==> config.mk <==
export PLATFORM = sky130hd
export DESIGN_NAME = psync_top
export DESIGN_NICKNAME = d
export VERILOG_FILES = /design/src/design/psync_chan.v /design/src/design/psync_top.v
export VERILOG_INCLUDE_DIRS = /design/src /design/src/design
export SDC_FILE = /design/constraint.sdc
export NUM_CORES = 1
export LEC_CHECK = 0
export BUFFER_PORTS_ARGS = -buffer_cell sky130_fd_sc_hd__buf_2
export CORE_UTILIZATION = 58
export CTS_CLUSTER_DIAMETER = 80
export DETAILED_ROUTE_END_ITERATION = 7
export PLACE_DENSITY = 0.77
export SYNTH_ARGS = -nofsm -noshare
export SYNTH_HDL_FRONTEND = slang
export SYNTH_SLANG_ARGS = --single-unit
==> constraint.sdc <==
create_clock -name ref_clk -period 2.5 [get_ports ref_clk]
set_input_delay 0.25 -clock ref_clk [delete_from_list [all_inputs] [get_ports ref_clk]]
set_output_delay 0.25 -clock ref_clk [all_outputs]
set_load 0.02 [all_outputs]
==> src/design/psync_defines.vh <==
`ifndef PSYNC_DEFINES_VH
`define PSYNC_DEFINES_VH

// word addresses on the register port
`define PSYNC_ADDR_CTRL 3'h0
`define PSYNC_ADDR_BIF 3'h1
`define PSYNC_ADDR_CORE 3'h2
`define PSYNC_ADDR_RSYNC 3'h3
`define PSYNC_ADDR_STAT 3'h4

// primary_control_reg fields
`define PSYNC_CTRL_SOFT_RESET_BIT 0
`define PSYNC_CTRL_ENABLE 1

// status word fields
`define PSYNC_STAT_READY 0
`define PSYNC_STAT_PEND_LO 8
`define PSYNC_STAT_BUSY 16

// sync channel indices
`define PSYNC_CH_ENABLE 0
`define PSYNC_CH_SOFT_RESET_BIT 1
`define PSYNC_CH_A 2
`define PSYNC_CH_B 3
`define PSYNC_CH_C 4
`define PSYNC_CH_RSYNC 5
`define PSYNC_NCH 6

// generic clock rising edges seen per synchronisation
`define PSYNC_GENERIC_CLOCK_SOURCE_EDGES 3'h6

// reset values
`define PSYNC_RST_BYTE 8'h00
`define PSYNC_RST_HALF 16'h0000
`define PSYNC_RST_WORD 32'h00000000

`endif

==> src/design/psync_chan.v <==
`timescale 1ns/1ps
`default_nettype none
`include "psync_defines.vh"

module psync_chan (
    input wire ref_clk,
    input wire resetn,
    input wire start,
    input wire generic_clock_source_rise,
    output reg busy,
    output reg done
);

reg [2:0] cnt_r;

always @(posedge ref_clk or negedge resetn) begin
    if (!resetn) begin
        busy <= 1'b0;
        done <= 1'b0;
        cnt_r <= 3'h0;
    end else begin
        done <= 1'b0;
        if (!busy) begin
            if (start) begin
                busy <= 1'b1;
                // an edge landing with the start counts, so the delay spread stays one period
                cnt_r <= generic_clock_source_rise ? 3'h1 : 3'h0;
            end
        end else if (generic_clock_source_rise) begin
            // finish on the last counted generic clock edge
            if (cnt_r == `PSYNC_GENERIC_CLOCK_SOURCE_EDGES - 3'h1) begin
                busy <= 1'b0;
                done <= 1'b1;
            end else begin
                cnt_r <= cnt_r + 3'h1;
            end
        end
    end
end

endmodule
`default_nettype wire

==> src/design/psync_top.v <==
`timescale 1ns/1ps
`default_nettype none
`include "psync_defines.vh"

// Function
// - common soft reset write starts sync, busy
// - soft reset reads one, hardware clears later
// - writing zero to soft reset does nothing
// - soft reset completion never sets ready
// - common soft reset stalls writes, synced reads
// - bus-interface reads never stall during reset
// - sync delay five-six generic_clock_source plus bus cycles
// - crossing always done, even same clock
// - core writes synced, interface registers not
// - distributed write sets own busy bit
// - write to pending register discarded, error
// - different core registers sync in parallel
// - second byte of halfword discarded, error
// - word write updates each register independently
// - read-synced value tracked, reads immediate
// - ready flag only when all pending clear
// - enable syncs, reads new value, no ready
// - distributed soft reset busy bit, readback
// - masked interface reads zero, drops writes
// - common core write stalls conflicting accesses
// - common read-synced read stalls, no busy

module psync_top (
    input wire ref_clk,
    input wire resetn,
    input wire generic_clock_source_in,
    input wire scheme_dist,
    input wire if_masked,
    input wire bus_req,
    input wire bus_we,
    input wire [2:0] bus_addr,
    input wire [3:0] bus_be,
    input wire [31:0] bus_wdata,
    input wire [15:0] core_rsync_val,
    output reg bus_ready,
    output reg [31:0] bus_rdata,
    output reg bus_err,
    output reg core_enable,
    output reg [7:0] core_a,
    output reg [7:0] core_b,
    output reg [15:0] core_c,
    output reg core_reset,
    output reg sync_busy,
    output wire [5:0] sync_pending_flags
);

reg generic_clock_source_s1_r;
reg generic_clock_source_s2_r;
reg generic_clock_source_s3_r;
reg [15:0] cv_s1_r;
reg [15:0] cv_s2_r;
reg scheme_s1_r;
reg scheme_s2_r;
reg mask_s1_r;
reg mask_s2_r;
reg soft_reset_bit_r;
reg enable_r;
reg [31:0] bif_r;
reg [7:0] a_r;
reg [7:0] b_r;
reg [15:0] c_r;
reg [15:0] rs_cap_r;
reg [15:0] rs_hold_r;
reg rs_wait_r;
reg ready_r;
reg ready_pend_r;
reg [5:0] start_nxt;
reg err_nxt;
reg stall_nxt;
reg rs_need_nxt;
wire [5:0] busy;
wire [5:0] done;
wire generic_clock_source_rise;
wire take;
wire do_acc;
wire rs_fin;
wire cbusy;
wire wr_ok;
genvar gi;

assign sync_pending_flags = busy;

// generic clock enters as a pin: two flops, then edge detect
always @(posedge ref_clk or negedge resetn) begin
    if (!resetn) begin
        generic_clock_source_s1_r <= 1'b0;
        generic_clock_source_s2_r <= 1'b0;
        generic_clock_source_s3_r <= 1'b0;
        cv_s1_r <= `PSYNC_RST_HALF;
        cv_s2_r <= `PSYNC_RST_HALF;
        scheme_s1_r <= 1'b0;
        scheme_s2_r <= 1'b0;
        mask_s1_r <= 1'b0;
        mask_s2_r <= 1'b0;
    end else begin
        generic_clock_source_s1_r <= generic_clock_source_in;
        generic_clock_source_s2_r <= generic_clock_source_s1_r;
        generic_clock_source_s3_r <= generic_clock_source_s2_r;
        cv_s1_r <= core_rsync_val;
        cv_s2_r <= cv_s1_r;
        scheme_s1_r <= scheme_dist;
        scheme_s2_r <= scheme_s1_r;
        mask_s1_r <= if_masked;
        mask_s2_r <= mask_s1_r;
    end
end

// edges counted even when generic_clock_source equals the bus clock
assign generic_clock_source_rise = generic_clock_source_s2_r & ~generic_clock_source_s3_r;

// each channel waits a fixed count of generic_clock_source edges
generate
    for (gi = 0; gi < `PSYNC_NCH; gi = gi + 1) begin : g_ch
        psync_chan u_chan (
            .ref_clk(ref_clk),
            .resetn(resetn),
            .start(start_nxt[gi]),
            .generic_clock_source_rise(generic_clock_source_rise),
            .busy(busy[gi]),
            .done(done[gi])
        );
    end
endgenerate

// read sync channel is excluded from the single flag
assign cbusy = |busy[4:0];
assign take = bus_req & ~bus_ready & ~rs_wait_r;
assign do_acc = take & ~stall_nxt & ~rs_need_nxt;
assign rs_fin = rs_wait_r & done[`PSYNC_CH_RSYNC];
assign wr_ok = do_acc & bus_we & ~mask_s2_r;

always @* begin
    stall_nxt = 1'b0;
    rs_need_nxt = 1'b0;
    if (bus_we && done[`PSYNC_CH_SOFT_RESET_BIT]) begin
        stall_nxt = 1'b1;
    end
    if (!scheme_s2_r && !mask_s2_r) begin
        // soft reset also holds interface writes
        if (bus_we && busy[`PSYNC_CH_SOFT_RESET_BIT] && bus_addr == `PSYNC_ADDR_BIF) begin
            stall_nxt = 1'b1;
        end
        // core writes wait for the pending sync
        if (bus_we && cbusy &&
            (bus_addr == `PSYNC_ADDR_CTRL || bus_addr == `PSYNC_ADDR_CORE)) begin
            stall_nxt = 1'b1;
        end
        // reading the register under write waits
        if (!bus_we && bus_addr == `PSYNC_ADDR_CORE && (|busy[4:2])) begin
            stall_nxt = 1'b1;
        end
        // read-synced reads wait for the flag
        if (!bus_we && bus_addr == `PSYNC_ADDR_RSYNC && cbusy) begin
            stall_nxt = 1'b1;
        end
        // then a fresh read sync of its own
        if (!bus_we && bus_addr == `PSYNC_ADDR_RSYNC && !cbusy) begin
            rs_need_nxt = 1'b1;
        end
    end
end

always @* begin
    start_nxt = 6'h00;
    err_nxt = 1'b0;
    if (take && rs_need_nxt && !busy[`PSYNC_CH_RSYNC]) begin
        start_nxt[`PSYNC_CH_RSYNC] = 1'b1;
    end
    // distributed read sync follows core value changes
    // the held copy catches up only at the end of the done cycle
    if (scheme_s2_r && !busy[`PSYNC_CH_RSYNC] && !done[`PSYNC_CH_RSYNC] &&
        cv_s2_r != rs_hold_r) begin
        start_nxt[`PSYNC_CH_RSYNC] = 1'b1;
    end
    if (wr_ok && bus_addr == `PSYNC_ADDR_CTRL && bus_be[0]) begin
        // zero or repeat writes start nothing
        if (bus_wdata[`PSYNC_CTRL_SOFT_RESET_BIT] && !soft_reset_bit_r) begin
            start_nxt[`PSYNC_CH_SOFT_RESET_BIT] = 1'b1;
        end
        if (bus_wdata[`PSYNC_CTRL_ENABLE] != enable_r) begin
            if (busy[`PSYNC_CH_ENABLE]) begin
                err_nxt = 1'b1;
            end else begin
                start_nxt[`PSYNC_CH_ENABLE] = 1'b1;
            end
        end
    end
    if (wr_ok && bus_addr == `PSYNC_ADDR_CORE) begin
        // colliding writes are dropped with error
        if (bus_be[0]) begin
            if (busy[`PSYNC_CH_A]) begin
                err_nxt = 1'b1;
            end else begin
                start_nxt[`PSYNC_CH_A] = 1'b1;
            end
        end
        // each lane only checks its own channel
        if (bus_be[1]) begin
            if (busy[`PSYNC_CH_B]) begin
                err_nxt = 1'b1;
            end else begin
                start_nxt[`PSYNC_CH_B] = 1'b1;
            end
        end
        // halfword busy blocks its second byte
        if (bus_be[2] || bus_be[3]) begin
            if (busy[`PSYNC_CH_C]) begin
                err_nxt = 1'b1;
            end else begin
                start_nxt[`PSYNC_CH_C] = 1'b1;
            end
        end
    end
end

always @(posedge ref_clk or negedge resetn) begin
    if (!resetn) begin
        soft_reset_bit_r <= 1'b0;
        enable_r <= 1'b0;
        bif_r <= `PSYNC_RST_WORD;
        a_r <= `PSYNC_RST_BYTE;
        b_r <= `PSYNC_RST_BYTE;
        c_r <= `PSYNC_RST_HALF;
        core_enable <= 1'b0;
        core_a <= `PSYNC_RST_BYTE;
        core_b <= `PSYNC_RST_BYTE;
        core_c <= `PSYNC_RST_HALF;
        core_reset <= 1'b0;
    end else begin
        core_reset <= 1'b0;
        if (done[`PSYNC_CH_SOFT_RESET_BIT]) begin
            // all but the ready and read sync registers back to reset first
            soft_reset_bit_r <= 1'b0;
            enable_r <= 1'b0;
            bif_r <= `PSYNC_RST_WORD;
            a_r <= `PSYNC_RST_BYTE;
            b_r <= `PSYNC_RST_BYTE;
            c_r <= `PSYNC_RST_HALF;
            core_enable <= 1'b0;
            core_a <= `PSYNC_RST_BYTE;
            core_b <= `PSYNC_RST_BYTE;
            core_c <= `PSYNC_RST_HALF;
            core_reset <= 1'b1;
        end else begin
            // soft reset bit reads one at once
            if (start_nxt[`PSYNC_CH_SOFT_RESET_BIT]) begin
                soft_reset_bit_r <= 1'b1;
            end
            // enable reads its new value at once
            if (start_nxt[`PSYNC_CH_ENABLE]) begin
                enable_r <= bus_wdata[`PSYNC_CTRL_ENABLE];
            end
            // interface register written with no sync
            if (wr_ok && bus_addr == `PSYNC_ADDR_BIF) begin
                if (bus_be[0]) bif_r[7:0] <= bus_wdata[7:0];
                if (bus_be[1]) bif_r[15:8] <= bus_wdata[15:8];
                if (bus_be[2]) bif_r[23:16] <= bus_wdata[23:16];
                if (bus_be[3]) bif_r[31:24] <= bus_wdata[31:24];
            end
            // lanes of one word land in separate registers
            if (start_nxt[`PSYNC_CH_A]) a_r <= bus_wdata[7:0];
            if (start_nxt[`PSYNC_CH_B]) b_r <= bus_wdata[15:8];
            if (start_nxt[`PSYNC_CH_C] && bus_be[2]) c_r[7:0] <= bus_wdata[23:16];
            if (start_nxt[`PSYNC_CH_C] && bus_be[3]) c_r[15:8] <= bus_wdata[31:24];
            // core copies change only when their sync lands
            if (done[`PSYNC_CH_ENABLE]) core_enable <= enable_r;
            if (done[`PSYNC_CH_A]) core_a <= a_r;
            if (done[`PSYNC_CH_B]) core_b <= b_r;
            if (done[`PSYNC_CH_C]) core_c <= c_r;
        end
    end
end

// read sync capture, ready flag and common busy
always @(posedge ref_clk or negedge resetn) begin
    if (!resetn) begin
        rs_cap_r <= `PSYNC_RST_HALF;
        rs_hold_r <= `PSYNC_RST_HALF;
        rs_wait_r <= 1'b0;
        ready_r <= 1'b0;
        ready_pend_r <= 1'b0;
        sync_busy <= 1'b0;
    end else begin
        // single flag follows write and reset syncs
        sync_busy <= (|start_nxt[4:0]) | (|busy[4:0]);
        if (start_nxt[`PSYNC_CH_RSYNC]) begin
            rs_cap_r <= cv_s2_r;
        end
        if (done[`PSYNC_CH_RSYNC]) begin
            rs_hold_r <= rs_cap_r;
        end
        if (take && rs_need_nxt && !busy[`PSYNC_CH_RSYNC]) begin
            rs_wait_r <= 1'b1;
        end else if (rs_fin) begin
            rs_wait_r <= 1'b0;
        end
        // reset and enable completions do not arm ready
        if (scheme_s2_r && (|done[5:2])) begin
            ready_pend_r <= 1'b1;
        end else if (ready_pend_r && busy == 6'h00) begin
            ready_pend_r <= 1'b0;
        end
        // set only with every pending bit clear; set wins
        if (ready_pend_r && busy == 6'h00) begin
            ready_r <= 1'b1;
        end else if (wr_ok && bus_addr == `PSYNC_ADDR_STAT && bus_be[0] &&
            bus_wdata[`PSYNC_STAT_READY]) begin
            ready_r <= 1'b0;
        end
    end
end

// answer path
always @(posedge ref_clk or negedge resetn) begin
    if (!resetn) begin
        bus_ready <= 1'b0;
        bus_rdata <= `PSYNC_RST_WORD;
        bus_err <= 1'b0;
    end else begin
        bus_ready <= do_acc | rs_fin;
        bus_err <= do_acc & err_nxt;
        bus_rdata <= `PSYNC_RST_WORD;
        if (rs_fin) begin
            bus_rdata <= {16'h0000, rs_cap_r};
        end else if (do_acc && !bus_we && !mask_s2_r) begin
            case (bus_addr)
                `PSYNC_ADDR_CTRL: bus_rdata <= {30'h00000000, enable_r, soft_reset_bit_r};
                `PSYNC_ADDR_BIF: bus_rdata <= bif_r;
                `PSYNC_ADDR_CORE: bus_rdata <= {c_r, b_r, a_r};
                // held value returned, no busy raised
                `PSYNC_ADDR_RSYNC: bus_rdata <= {16'h0000, rs_hold_r};
                `PSYNC_ADDR_STAT: bus_rdata <= {15'h0000, cbusy, 2'h0, busy, 7'h00, ready_r};
                default: bus_rdata <= `PSYNC_RST_WORD;
            endcase
        end
        // masked: data stays zero and writes are gated by wr_ok
    end
end

endmodule
`default_nettype wire

==> run summary <==
status = completed
grt peak-use layer = met2
mux share of post-synthesis cell area = 0.0858
clk slew on worst S/H paths = 60 ps
Hold Path Class = in -> reg
PortBufs = 136
Final HPWL DP = 18,200 um
syn_area_per_cell = 10.9 um^2
vias = 8,448
Setup TNS Final = 0 ps
Peak Freq = 0.446 GHz
Root Driver = clkbuf_16
First-pass DRT Iterations = 5
I/O pins = 137
max-cap violations = 0
GR Overflow Total = 0
YS warnings = 0
antenna diode count = 0
Via density = 6.21
ys flop type = dfrtp_1
die span in x = 137 um
Fillers = 1,251
Starting Density = 0.602
maximum fanout along the worst path = 8
CTS tree = built
Core Area = 0.0175 mm^2
Post-synth ARST share = 1.00
Syn Nets = 1,038
Worst Tran Pin Value = 1080 ps
Synth Instances = 964
fin. max-slew vios = 0
Final nets = 1,193
largest net degree at the start of global routing = 83
Synth Area in Compound Gates = 0.147
final clock skew = 10.2 ps
Hold Vio Cnt, Final = 0
most frequent cell after synthesis = dfrtp_1
share of layout cells above drive strength 1 = 0.224
Synth Cell Area = 0.0106 mm^2
Synth Register Bits = 239
hold_ws = 6.68 ps
Remaining DRCs = 0
H-tree depth = 1
total CTS buffers = 25
Synth top area share = 0.567
endpoint type of the worst setup path = flop
Cell Pwr Density = 830 mW/mm^2
clk buf depth = 3
Die Y = 137 um
initial antenna violation count = 0
Row Count = 48
Routed Antenna Nets = 0
initial DRC count = 1,017
RSZ-0062 raised after global routing = false
post-CTS sizing = 0
vias in the first global route = 8,274
# clock sinks = 239
cell accounting for the most synthesized area = dfrtp_1
wire per inst = 20.3 um
peak supply drop = 0.726 mV
worst skew pair latency = 520 ps
WS Path Type = reg -> reg
Power, Total = 10.5 mW
Synth Area in Simple Gates = 0.131
largest family of logic cells by synthesized area = compound AO/OA/AOI/OAI gates
routability cong. = 0.854
Routed WL = 27,500 um
Synth Area in Adders = 0.0142
M2 GR Usage = 0.486
Worst Path Required = 2860 ps
LEAKAGE = 5.83 nW
GRT met3 Usage = 0.0433
Final Cycle Share = 0.897
Unique masters post-synth = 70
Die ar. = 0.0187 mm^2
synthesis-to-layout area growth = 19.7%
routing usage on met1 = 0.446
synth cell count leaders = dfrtp_1 (239), o21ai_0 (80), a21oi_1 (76), nand3_1 (76), nor2_1 (67)
Period minus WS final = 2240 ps
Data arrival, critical path = 2600 ps
global-route wire length before repair = 44,500 um
crit path launch type = flop
XOR/XNOR Fraction of Synth Area = 0.0174
GRT Resource Usage Total = 0.309
register area share after synthesis = 0.567
ranking of synthesized cells by area = dfrtp_1 (57%), mux2i_1 (3.9%), o21ai_0 (3.8%), a21oi_1 (3.6%), nand3_1 (3.6%)
Slew Limit Headroom = 0.283
final core occ = 0.720
number of flops mapped to enable cells by yosys = 0
final setup fails = 0
sequential cells by signal, summed over array words and instances (netlist names), 6 cells and up:
signal             count
a_r                    8
b_r                    8
bif_r                 32
bus_rdata             32
c_r                   16
core_a                 8
core_b                 8
core_c                16
cv_s1_r               16
cv_s2_r               16
g_ch.u_chan.busy       6
g_ch.u_chan.cnt_r     18
g_ch.u_chan.done       6
rs_cap_r              16
rs_hold_r             16
routing by layer:
| metal | vias to the layer above | part of all wire |
|---|---|---|
| met2 | 430 | 0.47 |
| met5 | - | 0 |
| met3 | 66 | 0.074 |
| met4 | 0 | 0.028 |
| li1 | 3765 | - |
| met1 | 4187 | 0.43 |
where the power goes:
group | internal (mW) | total, mW | switching (mW)
registers | 4.42 | 4.90 | 0.485
clock network | 2.22 | 3.71 | 1.49
logic | 0.806 | 1.87 | 1.06
layout make-up:
class                   count  area [um^2]  share of cell area
flip-flops and latches    239         5980               0.474
multi-input cells         634         4170               0.330
repair buffers            204         1340               0.106
clock buffers              39          738              0.0584
well taps                 225          282              0.0223
clock inverters             4         72.6             0.00574
inverters                  15         56.3             0.00446
repair_timing:
action                                 in CTS  in global routing
hold buffers                               34                  0
endpoints found under the hold margin     114                  0
setup buffers                               0                  0
worst max-delay path, cell delays in order, from the launching register on:
cell and delay (ps):
dfrtp_1 370, or3b_4 450, a21oi_2 290, buf_4 190, nand4_1 320, o21ai_0 350
a21oi_1 110
cell families (layout without fill, tap and decap cells):
family	Yosys count	after routing
fa+ha+maj	12	12
compound gates	249	249
simple gates	268	268
xor+xnor	21	21
flops	239	239
buf+inv	91	262
mux	84	84
worst paths after layout:
check                                     startpoint                        end  slack (ps)  cells past startpoint
setup / recovery                           bus_ready                    c_r[10]         260                      6
hold / removal                         bus_wdata[17]                  bif_r[17]           7                      3
setup reg to reg                           bus_ready                    c_r[10]         260                      6
hold reg to reg            generic_clock_source_s1_r  generic_clock_source_s2_r         350                      0
max in group asynchronous                     resetn                rs_cap_r[2]        1410                      3
min in group asynchronous                     resetn               bus_rdata[7]         330                      2
stage by stage:
step	area, um^2	worst slack, ps	std cells
6_report	12600	259	1360
3_5_place_dp	11500	356	1283
4_1_cts	12600	296	1360
5_1_grt	12600	97.6	1360
2_1_floorplan	10600	418	964
3_3_place_gp	11500	387	1283
cells in the final DEF (no fill, tap or decap), drive strengths merged, types with 3 or more instances in the layout:
| cell type | instances |
|---|---|
| nor4b | 3 |
| mux2 | 42 |
| o31ai | 15 |
| nor2b | 7 |
| nor2 | 69 |
| nand3 | 76 |
| ha | 12 |
| nand2b | 5 |
| o21ai | 90 |
| dlygate4sd3 | 34 |
| clkbuf | 39 |
| and2b | 3 |
| nand4 | 16 |
| a21oi | 78 |
| nor4 | 5 |
| dfrtp | 239 |
| nor3 | 16 |
| a211oi | 3 |
| buf | 170 |
| xor2 | 19 |
| or4 | 3 |
| inv | 15 |
| and4 | 4 |
| o22a | 7 |
| nand2 | 45 |
| and3 | 6 |
| a22oi | 32 |
| o22ai | 3 |
| mux2i | 41 |
(Power assumes the default switching activity.)
